**src/clk_ctl_pkg.sv**
```systemverilog
// package: register map, field positions and reset values of the clock control
package clk_ctl_pkg;
    // ------------------------------------------------------------
    // register word addresses (byte address bits 3:2)
    // ------------------------------------------------------------
    localparam logic [3:0] ADDR_CLOCK_CONFIG = 4'h0;
    localparam logic [3:0] ADDR_CLOCK_MODE3 = 4'h4;
    localparam logic [3:0] ADDR_POWER_MODE2 = 4'h8;
    localparam logic [3:0] ADDR_WDOG_CLOCK = 4'hc;
    localparam logic [3:0] ADDR_WDOG_START = 4'h0;
    localparam logic [3:0] ADDR_CONTROL = 4'h4;
    localparam logic [3:0] ADDR_STATUS = 4'h8;
    localparam logic [3:0] ADDR_WDOG_COUNT = 4'hc;
    // upper address bit selects the second bank of four words
    localparam int BANK_BIT = 4;
    // ------------------------------------------------------------
    // field positions
    // ------------------------------------------------------------
    localparam int BASE_SRC_POS = 0;       // clock_config_reg: 0 = pll
    localparam int MAIN_STOP_POS = 1;      // clock_config_reg
    localparam int OSC_EN_POS = 1;         // clock_mode_reg_three
    localparam int WDOG_SRC_POS = 3;       // power_mode_reg_two
    localparam int PRESC_SRC_POS = 4;      // watchdog_clock_reg
    localparam int WAIT_REQ_POS = 0;       // control register
    // status bit positions
    localparam int ST_PLL_POS = 0;
    localparam int ST_MAIN_POS = 1;
    localparam int ST_OCO_POS = 2;
    localparam int ST_OCO_RDY_POS = 3;
    localparam int ST_WAIT_POS = 4;
    localparam int ST_CPU_POS = 5;
    localparam int ST_PBUS_POS = 6;
    localparam int ST_WDOG_POS = 7;
    localparam int ST_SUB_POS = 8;
    // ------------------------------------------------------------
    // widths and reset values
    // ------------------------------------------------------------
    localparam int REG_W = 8;
    localparam int ST_W = 9;
    localparam int WDOG_W = 16;
    localparam logic [7:0] CLOCK_CONFIG_RST = 8'h00;
    localparam logic [7:0] ZERO_BYTE = 8'h00;
    localparam logic [15:0] WDOG_RST = 16'h0000;
    localparam logic [15:0] WDOG_ONE = 16'h0001;
    // run-state of the on-chip oscillator
    typedef enum logic [1:0] {
        OCO_STOPPED = 2'b01,
        OCO_RUNNING = 2'b10
    } oco_state_t;
endpackage : clk_ctl_pkg

```
**src/wdog_counter.sv**
```systemverilog
// watchdog up counter, clocked by the gated enable from the clock control
`timescale 1ns/100ps
`default_nettype none
module wdog_counter (
    input wire logic mclk,
    input wire logic reset,
    input wire logic ce,
    input wire logic count_en,
    input wire logic restart,
    output logic [clk_ctl_pkg::WDOG_W-1:0] count
);
    logic [clk_ctl_pkg::WDOG_W-1:0] count_r;
    logic [clk_ctl_pkg::WDOG_W-1:0] count_nxt;

    // restart reloads; counting only when a clock reaches the counter
    assign count_nxt = restart ? clk_ctl_pkg::WDOG_RST
        : (count_en ? count_r + clk_ctl_pkg::WDOG_ONE : count_r);
    assign count = count_r;

    // ------------------------------------------------------------
    // counter register
    // ------------------------------------------------------------
    always_ff @(posedge mclk) begin
        if (reset) begin
            count_r <= clk_ctl_pkg::WDOG_RST;
        end else if (ce) begin
            count_r <= count_nxt;
        end
    end
endmodule : wdog_counter
`default_nettype wire

```
**src/clock_source_wait_control.sv**
```systemverilog
// clock source, on-chip oscillator start-up and wait-mode gating control
//
// Contract
// - pll keeps running while base source is pll, despite main stop bit
// - after reset, option select 1 and enable 0 hold oscillator stopped
// - oscillator starts when software writes 1 to any of three bits
// - oscillator clock usable at once, no stabilisation wait
// - wait mode stops base clock, hence cpu and peripheral bus clocks
// - wait mode halts cpu and, by default, the watchdog
// - watchdog keeps counting in wait if either source select bit is 1
// - main, sub, pll and on-chip oscillators keep running in wait
//
// single clock domain; ce low freezes every register, the bus too,
// so no answer comes while ce is low
// option pins are watched all the time; they must settle before
// reset is released for the start-up choice to count
//
// The Wishbone register port and the register addresses were decided locally.
`timescale 1ns/100ps
`default_nettype none
module clock_source_wait_control (
    input wire logic mclk,
    input wire logic reset,
    input wire logic ce,
    // start-up option area levels
    input wire logic startup_osc_option_select,
    input wire logic startup_option_enable,
    // wakeup event ends wait mode
    input wire logic wake_event,
    // classic wishbone slave
    input wire logic wb_cyc_i,
    input wire logic wb_stb_i,
    input wire logic wb_we_i,
    input wire logic [4:0] wb_adr_i,
    input wire logic [3:0] wb_sel_i,
    input wire logic [31:0] wb_dat_i,
    output logic [31:0] wb_dat_o,
    output logic wb_ack_o,
    output logic wb_err_o,
    // clock enables toward the clock tree
    output logic pll_run,
    output logic main_osc_run,
    output logic sub_osc_run,
    output logic onchip_osc_run,
    output logic onchip_osc_ready,
    output logic cpu_clk_en,
    output logic pbus_clk_en,
    output logic wdog_clk_en,
    output logic wait_mode
);
    // ------------------------------------------------------------
    // option and wake pins pass a two-stage synchroniser
    // ------------------------------------------------------------
    logic opt_sel_s1_r;
    logic opt_sel_s2_r;
    logic opt_en_s1_r;
    logic opt_en_s2_r;
    logic wake_s1_r;
    logic wake_s2_r;

    // pins are asynchronous to mclk
    // no reset here: the chain flushes itself within two cycles
    always_ff @(posedge mclk) begin
        if (ce) begin
            opt_sel_s1_r <= startup_osc_option_select;
            opt_sel_s2_r <= opt_sel_s1_r;
            opt_en_s1_r <= startup_option_enable;
            opt_en_s2_r <= opt_en_s1_r;
            wake_s1_r <= wake_event;
            wake_s2_r <= wake_s1_r;
        end
    end

    // ------------------------------------------------------------
    // bus decode
    // ------------------------------------------------------------
    // word map, writable registers in byte lane 0; status and count span lanes 0-1:
    //   bank 0 word 0  clock_config_reg: base source, main stop
    //   bank 0 word 1  clock_mode_reg_three: oscillator enable
    //   bank 0 word 2  power_mode_reg_two: watchdog source
    //   bank 0 word 3  watchdog_clock_reg: prescaler source
    //   bank 1 word 0  watchdog_start_reg: write restarts the count
    //   bank 1 word 1  control: wait request, reads back wait state
    //   bank 1 word 2  status: clock enables as the tree sees them
    //   bank 1 word 3  watchdog count, read only
    // every word of both banks decodes, so err only guards a later
    // decode change; writes without lane 0 are acked and dropped,
    // which keeps a byte-wise master from hanging
    logic [clk_ctl_pkg::REG_W-1:0] clock_config_reg_r;
    logic [clk_ctl_pkg::REG_W-1:0] clock_mode_reg_three_r;
    logic [clk_ctl_pkg::REG_W-1:0] power_mode_reg_two_r;
    logic [clk_ctl_pkg::REG_W-1:0] watchdog_clock_reg_r;
    logic ack_r;
    logic [31:0] rdata_r;
    logic [31:0] rdata_nxt;
    wire req = wb_cyc_i && wb_stb_i && !ack_r;
    wire bank1 = wb_adr_i[clk_ctl_pkg::BANK_BIT];
    wire [3:0] word = {wb_adr_i[3:2], 2'b00};
    wire wr_lane0 = req && wb_we_i && wb_sel_i[0];
    wire hit_ccr = !bank1 && (word == clk_ctl_pkg::ADDR_CLOCK_CONFIG);
    wire hit_cm3 = !bank1 && (word == clk_ctl_pkg::ADDR_CLOCK_MODE3);
    wire hit_pm2 = !bank1 && (word == clk_ctl_pkg::ADDR_POWER_MODE2);
    wire hit_wdk = !bank1 && (word == clk_ctl_pkg::ADDR_WDOG_CLOCK);
    wire hit_wds = bank1 && (word == clk_ctl_pkg::ADDR_WDOG_START);
    wire hit_ctl = bank1 && (word == clk_ctl_pkg::ADDR_CONTROL);
    wire hit_sta = bank1 && (word == clk_ctl_pkg::ADDR_STATUS);
    wire hit_wdc = bank1 && (word == clk_ctl_pkg::ADDR_WDOG_COUNT);
    wire hit_any = hit_ccr || hit_cm3 || hit_pm2 || hit_wdk || hit_wds
        || hit_ctl || hit_sta || hit_wdc;
    wire wr_ccr = wr_lane0 && hit_ccr;
    wire wr_cm3 = wr_lane0 && hit_cm3;
    wire wr_pm2 = wr_lane0 && hit_pm2;
    wire wr_wdk = wr_lane0 && hit_wdk;
    wire wr_wds = wr_lane0 && hit_wds;
    wire wr_ctl = wr_lane0 && hit_ctl;

    // ------------------------------------------------------------
    // software control registers
    // ------------------------------------------------------------
    // writes land only through lane 0; other lanes are dropped
    always_ff @(posedge mclk) begin
        if (reset) begin
            clock_config_reg_r <= clk_ctl_pkg::CLOCK_CONFIG_RST;
            clock_mode_reg_three_r <= clk_ctl_pkg::ZERO_BYTE;
            power_mode_reg_two_r <= clk_ctl_pkg::ZERO_BYTE;
            watchdog_clock_reg_r <= clk_ctl_pkg::ZERO_BYTE;
        end else if (ce) begin
            if (wr_ccr) clock_config_reg_r <= wb_dat_i[7:0];
            if (wr_cm3) clock_mode_reg_three_r <= wb_dat_i[7:0];
            if (wr_pm2) power_mode_reg_two_r <= wb_dat_i[7:0];
            if (wr_wdk) watchdog_clock_reg_r <= wb_dat_i[7:0];
        end
    end

    wire base_source_select =
        clock_config_reg_r[clk_ctl_pkg::BASE_SRC_POS];
    wire main_osc_stop_bit = clock_config_reg_r[clk_ctl_pkg::MAIN_STOP_POS];
    wire onchip_osc_enable_bit =
        clock_mode_reg_three_r[clk_ctl_pkg::OSC_EN_POS];
    wire watchdog_source_select =
        power_mode_reg_two_r[clk_ctl_pkg::WDOG_SRC_POS];
    wire prescaler_source_select =
        watchdog_clock_reg_r[clk_ctl_pkg::PRESC_SRC_POS];

    // ------------------------------------------------------------
    // on-chip oscillator start-up
    // ------------------------------------------------------------
    clk_ctl_pkg::oco_state_t oco_r;
    clk_ctl_pkg::oco_state_t oco_nxt;
    logic oco_opt_pending_r;
    // a write of 1 to any start bit releases the stopped oscillator
    wire start_write = (wr_cm3 && wb_dat_i[clk_ctl_pkg::OSC_EN_POS])
        || (wr_pm2 && wb_dat_i[clk_ctl_pkg::WDOG_SRC_POS])
        || (wr_wdk && wb_dat_i[clk_ctl_pkg::PRESC_SRC_POS]);
    wire opt_hold = opt_sel_s2_r && !opt_en_s2_r;

    // no stop path: once running, only a reset stops the oscillator,
    // since nothing may halt it while the watchdog could be using it
    // option levels are only trusted once synchronised after release
    always_comb begin
        oco_nxt = oco_r;
        case (oco_r)
            clk_ctl_pkg::OCO_STOPPED: begin
                if (start_write || (!oco_opt_pending_r && !opt_hold)) begin
                    oco_nxt = clk_ctl_pkg::OCO_RUNNING;
                end
            end
            clk_ctl_pkg::OCO_RUNNING: begin
                oco_nxt = clk_ctl_pkg::OCO_RUNNING;
            end
            default: begin
                oco_nxt = clk_ctl_pkg::OCO_STOPPED;
            end
        endcase
    end

    // reset always enters the stopped state; the strap is judged after
    always_ff @(posedge mclk) begin
        if (reset) begin
            oco_r <= clk_ctl_pkg::OCO_STOPPED;
            oco_opt_pending_r <= 1'b1;
        end else if (ce) begin
            oco_r <= oco_nxt;
            oco_opt_pending_r <= 1'b0;
        end
    end

    // ------------------------------------------------------------
    // wait mode: entered by control write, left on wakeup
    // ------------------------------------------------------------
    // wake wins over a same-cycle wait request, so a pending wake is
    // never lost; wake is a level and a blip under one cycle may be
    // missed by the synchroniser
    logic wait_r;
    always_ff @(posedge mclk) begin
        if (reset) begin
            wait_r <= 1'b0;
        end else if (ce) begin
            if (wake_s2_r) begin
                wait_r <= 1'b0;
            end else if (wr_ctl && wb_dat_i[clk_ctl_pkg::WAIT_REQ_POS]) begin
                wait_r <= 1'b1;
            end
        end
    end

    // ------------------------------------------------------------
    // clock enables
    // ------------------------------------------------------------
    wire oco_on = (oco_r == clk_ctl_pkg::OCO_RUNNING);
    // pll held alive while it feeds the base clock; wait does not stop it
    // with another base source it simply follows the main stop bit
    wire pll_nxt = !main_osc_stop_bit || !base_source_select;
    wire wdog_oco = watchdog_source_select || prescaler_source_select;
    wire wdog_nxt = wait_r ? (wdog_oco && oco_on) : 1'b1;

    // enables are registered so the tree sees glitch-free levels
    always_ff @(posedge mclk) begin
        if (reset) begin
            pll_run <= 1'b0;
            main_osc_run <= 1'b0;
            onchip_osc_run <= 1'b0;
            onchip_osc_ready <= 1'b0;
            cpu_clk_en <= 1'b0;
            pbus_clk_en <= 1'b0;
            wdog_clk_en <= 1'b0;
            wait_mode <= 1'b0;
        end else if (ce) begin
            pll_run <= pll_nxt;
            main_osc_run <= !main_osc_stop_bit;
            onchip_osc_run <= oco_on;
            onchip_osc_ready <= oco_on;
            cpu_clk_en <= !wait_r;
            pbus_clk_en <= !wait_r;
            wdog_clk_en <= wdog_nxt;
            wait_mode <= wait_r;
        end
    end
    // sub oscillator has no stop control in this block, so it stays on
    assign sub_osc_run = 1'b1;

    // ------------------------------------------------------------
    // watchdog counter, restarted by a start-register write
    // ------------------------------------------------------------
    // the count runs from the gated enable, so a wait with neither
    // source bit set freezes it until the wake
    logic [clk_ctl_pkg::WDOG_W-1:0] wdog_count;
    wdog_counter u_wdog (
        .mclk(mclk),
        .reset(reset),
        .ce(ce),
        .count_en(wdog_clk_en),
        .restart(wr_wds),
        .count(wdog_count)
    );

    // ------------------------------------------------------------
    // read data and acknowledge
    // ------------------------------------------------------------
    wire [clk_ctl_pkg::ST_W-1:0] status_word = {sub_osc_run, wdog_clk_en,
        pbus_clk_en, cpu_clk_en, wait_mode, onchip_osc_ready,
        onchip_osc_run, main_osc_run, pll_run};

    // read lanes, each register zero-extended to the bus width
    wire [31:0] rd_ccr = {24'h00_0000, clock_config_reg_r};
    wire [31:0] rd_cm3 = {24'h00_0000, clock_mode_reg_three_r};
    wire [31:0] rd_pm2 = {24'h00_0000, power_mode_reg_two_r};
    wire [31:0] rd_wdk = {24'h00_0000, watchdog_clock_reg_r};
    wire [31:0] rd_ctl = {31'h0000_0000, wait_r};
    wire [31:0] rd_sta = {23'h00_0000, status_word};
    wire [31:0] rd_wdc = {16'h0000, wdog_count};

    always_comb begin
        rdata_nxt = 32'h0000_0000;
        if (hit_ccr) rdata_nxt = rd_ccr;
        else if (hit_cm3) rdata_nxt = rd_cm3;
        else if (hit_pm2) rdata_nxt = rd_pm2;
        else if (hit_wdk) rdata_nxt = rd_wdk;
        else if (hit_ctl) rdata_nxt = rd_ctl;
        else if (hit_sta) rdata_nxt = rd_sta;
        else if (hit_wdc) rdata_nxt = rd_wdc;
    end

    // one wait state: answer one edge after the request is seen
    // ack and err never rise together; a held request is answered again every second edge
    logic err_r;
    always_ff @(posedge mclk) begin
        if (reset) begin
            ack_r <= 1'b0;
            err_r <= 1'b0;
            rdata_r <= 32'h0000_0000;
        end else if (ce) begin
            ack_r <= req && hit_any;
            err_r <= req && !hit_any;
            rdata_r <= rdata_nxt;
        end
    end
    assign wb_ack_o = ack_r;
    assign wb_err_o = err_r;
    assign wb_dat_o = rdata_r;
endmodule : clock_source_wait_control
`default_nettype wire

```
**config.mk**
```make
export PLATFORM = sky130hd
export DESIGN_NAME = clock_source_wait_control
export DESIGN_NICKNAME = d
export VERILOG_FILES = /design/src/clk_ctl_pkg.sv /design/src/wdog_counter.sv /design/src/clock_source_wait_control.sv
export SDC_FILE = /design/constraint.sdc
export NUM_CORES = 1
export LEC_CHECK = 0
export BUFFER_PORTS_ARGS = -buffer_cell sky130_fd_sc_hd__buf_2
export CELL_PAD_IN_SITES_DETAIL_PLACEMENT = 0
export CELL_PAD_IN_SITES_GLOBAL_PLACEMENT = 1
export CORE_MARGIN = 2
export CORE_UTILIZATION = 42
export CTS_BUF_LIST = sky130_fd_sc_hd__clkbuf_8
export CTS_CLUSTER_DIAMETER = 100
export DETAILED_ROUTE_END_ITERATION = 16
export GPL_TIMING_DRIVEN = 0
export PLACE_DENSITY = 0.93
export SYNTH_ARGS = -nofsm -noshare
export SYNTH_HDL_FRONTEND = slang
export SYNTH_HIERARCHICAL = 1
export SYNTH_SLANG_ARGS = --single-unit
```
**constraint.sdc**
```tcl
create_clock -name mclk -period 2.4 [get_ports mclk]
set_input_delay 0.24 -clock mclk [delete_from_list [all_inputs] [get_ports mclk]]
set_output_delay 0.24 -clock mclk [all_outputs]
set_load 0.05 [all_outputs]
```
==> out/results.txt <==
CTS Hold Buffers Added - 0
Total Routing Usage GR - 0.185
CTS Sinks - 82
H-Tree Depth - 3
Row count - 34
Routed WL - 8770 um
Net Switching - 0.787 mW
Vias in the first global route - 2927
Status - finished, final reports clean
Die X-Extent - 99.2 um
CTS Buffer Depth - 2
GRT overflow - 0
Worst Path Arrival - 2.48 ns
Critical Path End Type - flop
Layout cells sized above 1 - 0.239
Async SR Flop Fraction - 0
Synth top area cells - dfxtp_1 (40%), mux2i_1 (12%), nor2_1 (6.6%)
P_leak - 1.79 nW
Final nets - 513
Max Slew Vio Count - 0
Final setup vio count - 0
Via density - 5.21
Placement Cell Area - 4220 sq um
Total of max-cap violations - 0
Root buffer cell - clkbuf_8
Synthesized cell area - 3800 sq um
Worst Setup EP - u_wdog/count[15]$_SDFFE_PP0P_
First-pass GRT wire length - 14400 um
Post-synth EDFFs - 6
Sequential area share after synthesis - 0.447
Total CTS buffers - 9
Pre-antenna DRT Iters - 4
Vias after detailed routing - 2983
Clock latency on the worst-skew pair - 0.36 ns
Final worst setup slack - 0.175 ns
Area growth syn-to-layout - 17.4%
Max VDD drop - 0.387 mV
Final RePlAce weighted congestion - 0.874
Die area - 9840 sq um
Combinational Power Share - 0.130
Finished Cell Area - 4470 sq um
R2R cell count - 7
Clock-pin slew on the worst setup and hold paths - 0.09 ns
Post-synth cell types - 57
CP required - 2.66 ns
Yosys top cell by area - dfxtp_1
Diode count - 0
Die H - 99.2 um
Critical Path Fanout Max - 7
CP startpoint kind - flop
Detailed placer's ending HPWL - 6340 um
Relative slew margins - 0.434
Post-DR wirelength/cell - 15.3 um
Initial antenna violation count - 0
Hold crit path type - in -> reg
Predominant post-synthesis flop cell - dfxtp_1
# IOs - 93
Fill count - 815
PwrDens - 647 nW/um^2
FF-to-FF End - u_wdog/count[15]$_SDFFE_PP0P_
WS Path Type - reg -> reg
Unrepaired setup endpoints after global routing - no
#FFs+latches synth - 82
CTS tree - done
Post-synth top area share - 0.400
Largest net degree at the start of global routing - 15
Worst Max-Slew Pin Slew - 0.843 ns
Fin crit period - 2.23 ns
Clock Skew - 0.0147 ns
Fin crit share - 0.927
DRT iter0 DRCs - 162
Worst R2R Setup Slack - 0.17 ns
Origin of the critical flop-to-flop path - wb_ack_o$_SDFFE_PP0P_
Final Hold Viols - 0
Pre-CTS setup slack - -0.0365 ns
Port Buffers - 45
Yosys warnings - 6
Clock group share of total power - 0.374
Remaining DRCs - 0
Initial Utilization - 0.434
Switching fraction of total power - 0.272
Maximum clock frequency - 449 MHz
Sequential cell fraction of total power - 0.496
Routed Antenna Nets - 0
Synth Instances - 386
Internal power - 2.10 mW
Core Area - 8760 sq um
Syn Area/Cell - 9.86 sq um
Critical Path Source - wb_ack_o$_SDFFE_PP0P_
## final cells by class
cell class / instances / area, sq um / share of cell area
sequential: 82 / 1700 / 0.381
clock buffer: 9 / 124 / 0.0277
multi-input combinational: 275 / 1910 / 0.427
tap: 108 / 135 / 0.0303
timing repair buffer: 48 / 248 / 0.0555
clock inverter: 7 / 86.3 / 0.0193
buffer: 35 / 228 / 0.0510
inverter: 9 / 33.8 / 0.00757
## worst max-delay path, stage by stage, from the launching register on
cell	delay, ns
dfxtp_2	0.33
nand3b_4	0.20
nor2_4	0.16
and4_4	0.31
o211ai_4	0.12
or3_4	0.43
or4_4	0.43
mux2i_1	0.13
## registers in the layout, indices dropped and copies added, names as in the netlist, 2 cells and up
| register | count |
|---|---|
| u_wdog/count | 16 |
| clock_config_reg_r | 8 |
| watchdog_clock_reg_r | 8 |
| oco_r | 2 |
| clock_mode_reg_three_r | 8 |
| power_mode_reg_two_r | 8 |
| wb_dat_o | 16 |
## cells by family after synthesis
family                   count (synthesis)  synth area share
AO/OA/AOI/OAI                           58             0.102
XOR/XNOR                                 9            0.0207
adder cells (fa/ha/maj)                  3           0.00987
buffers and inverters                   44            0.0687
flip-flops                              82             0.447
multiplexers                            51             0.152
other                                    2           0.00197
AND/OR/NAND/NOR                        137             0.198
## worst min-delay path by stage
stage,start,end,slack (ns),cells past startpoint
2_1_floorplan,reset,u_wdog/count[2]$_SDFFE_PP0P_,0.31,1
3_3_place_gp,opt_en_s1_r$_DFFE_PP_,opt_en_s2_r$_DFFE_PP_,0.40,0
3_5_place_dp,opt_en_s1_r$_DFFE_PP_,opt_en_s2_r$_DFFE_PP_,0.41,0
4_1_cts,startup_option_enable,opt_en_s1_r$_DFFE_PP_,0.06,1
5_1_grt,startup_option_enable,opt_en_s1_r$_DFFE_PP_,0.05,1
6_report,startup_osc_option_select,opt_sel_s1_r$_DFFE_PP_,0.07,1
## metrics by stage
step	hold slack [ns]	power [mW]	TNS (ns)	util	instances
global route	0.0484	3.00	0	0.510	573
CTS	0.0575	2.89	0	0.506	570
finish	0.0653	2.89	0	0.510	573
global placement	0.403	1.82	-0.0386	0.482	554
floorplan	0.309	1.74	0	-	401
detailed placement	0.413	1.83	-0.0457	0.482	554
## cell usage after synthesis (all sizes together) (3+ instances only)
cell and instances:
o22ai 5, nor4 8, nand2 15, nand2b 4, or3 4, o21ai 18, nor2 67, a2bb2oi 3
a21oi 13, nor3 7, mux4 5, nand3 3, a22o 8, xnor2 8, dfxtp 76, inv 8
ha 3, edfxtp 6, clkbuf 9, nand4 6, nor2b 14, buf 26, mux2i 44
## layout by cell type, fill, tap and decap left out, types with 4 or more instances in the layout
cell type	count
buf_4	24
nor3_1	6
a21oi_1	13
conb_1	17
o22ai_1	5
mux4_2	4
nor2_1	66
nand4_1	6
mux2i_1	44
buf_2	47
nor4_1	4
inv_1	9
nor2b_1	14
nor4_4	4
clkbuf_1	9
xnor2_1	8
clkbuf_8	9
dfxtp_1	75
nand2_1	14
a22o_1	8
o21ai_0	15
edfxtp_1	6
## per-layer routing
layer | vias to the layer above | track usage | part of all wire
met2 | 73 | 0.310 | 0.49
met1 | 1422 | 0.234 | 0.45
li1 | 1477 | - | -
met4 | 0 | 0.0769 | 0.014
met5 | - | 0 | 0
met3 | 11 | 0.0358 | 0.049
## what timing repair did
item                                    CTS  global route
endpoints found under the setup margin    1             5
buffers inserted                          0             3
gates cloned                              0             0
endpoints found under the hold margin     0             0
resized for setup                         1             2
## power groups by stage
stage	registers, mW	clock network (mW)	logic [mW]
after global placement	1.46	0	0.357
after global routing	1.44	1.16	0.402
final	1.43	1.08	0.375
after CTS	1.43	1.09	0.368
after floorplan	1.50	0	0.232
after detailed placement	1.47	0	0.366
No activity file was read; power rests on OpenSTA's default activity.
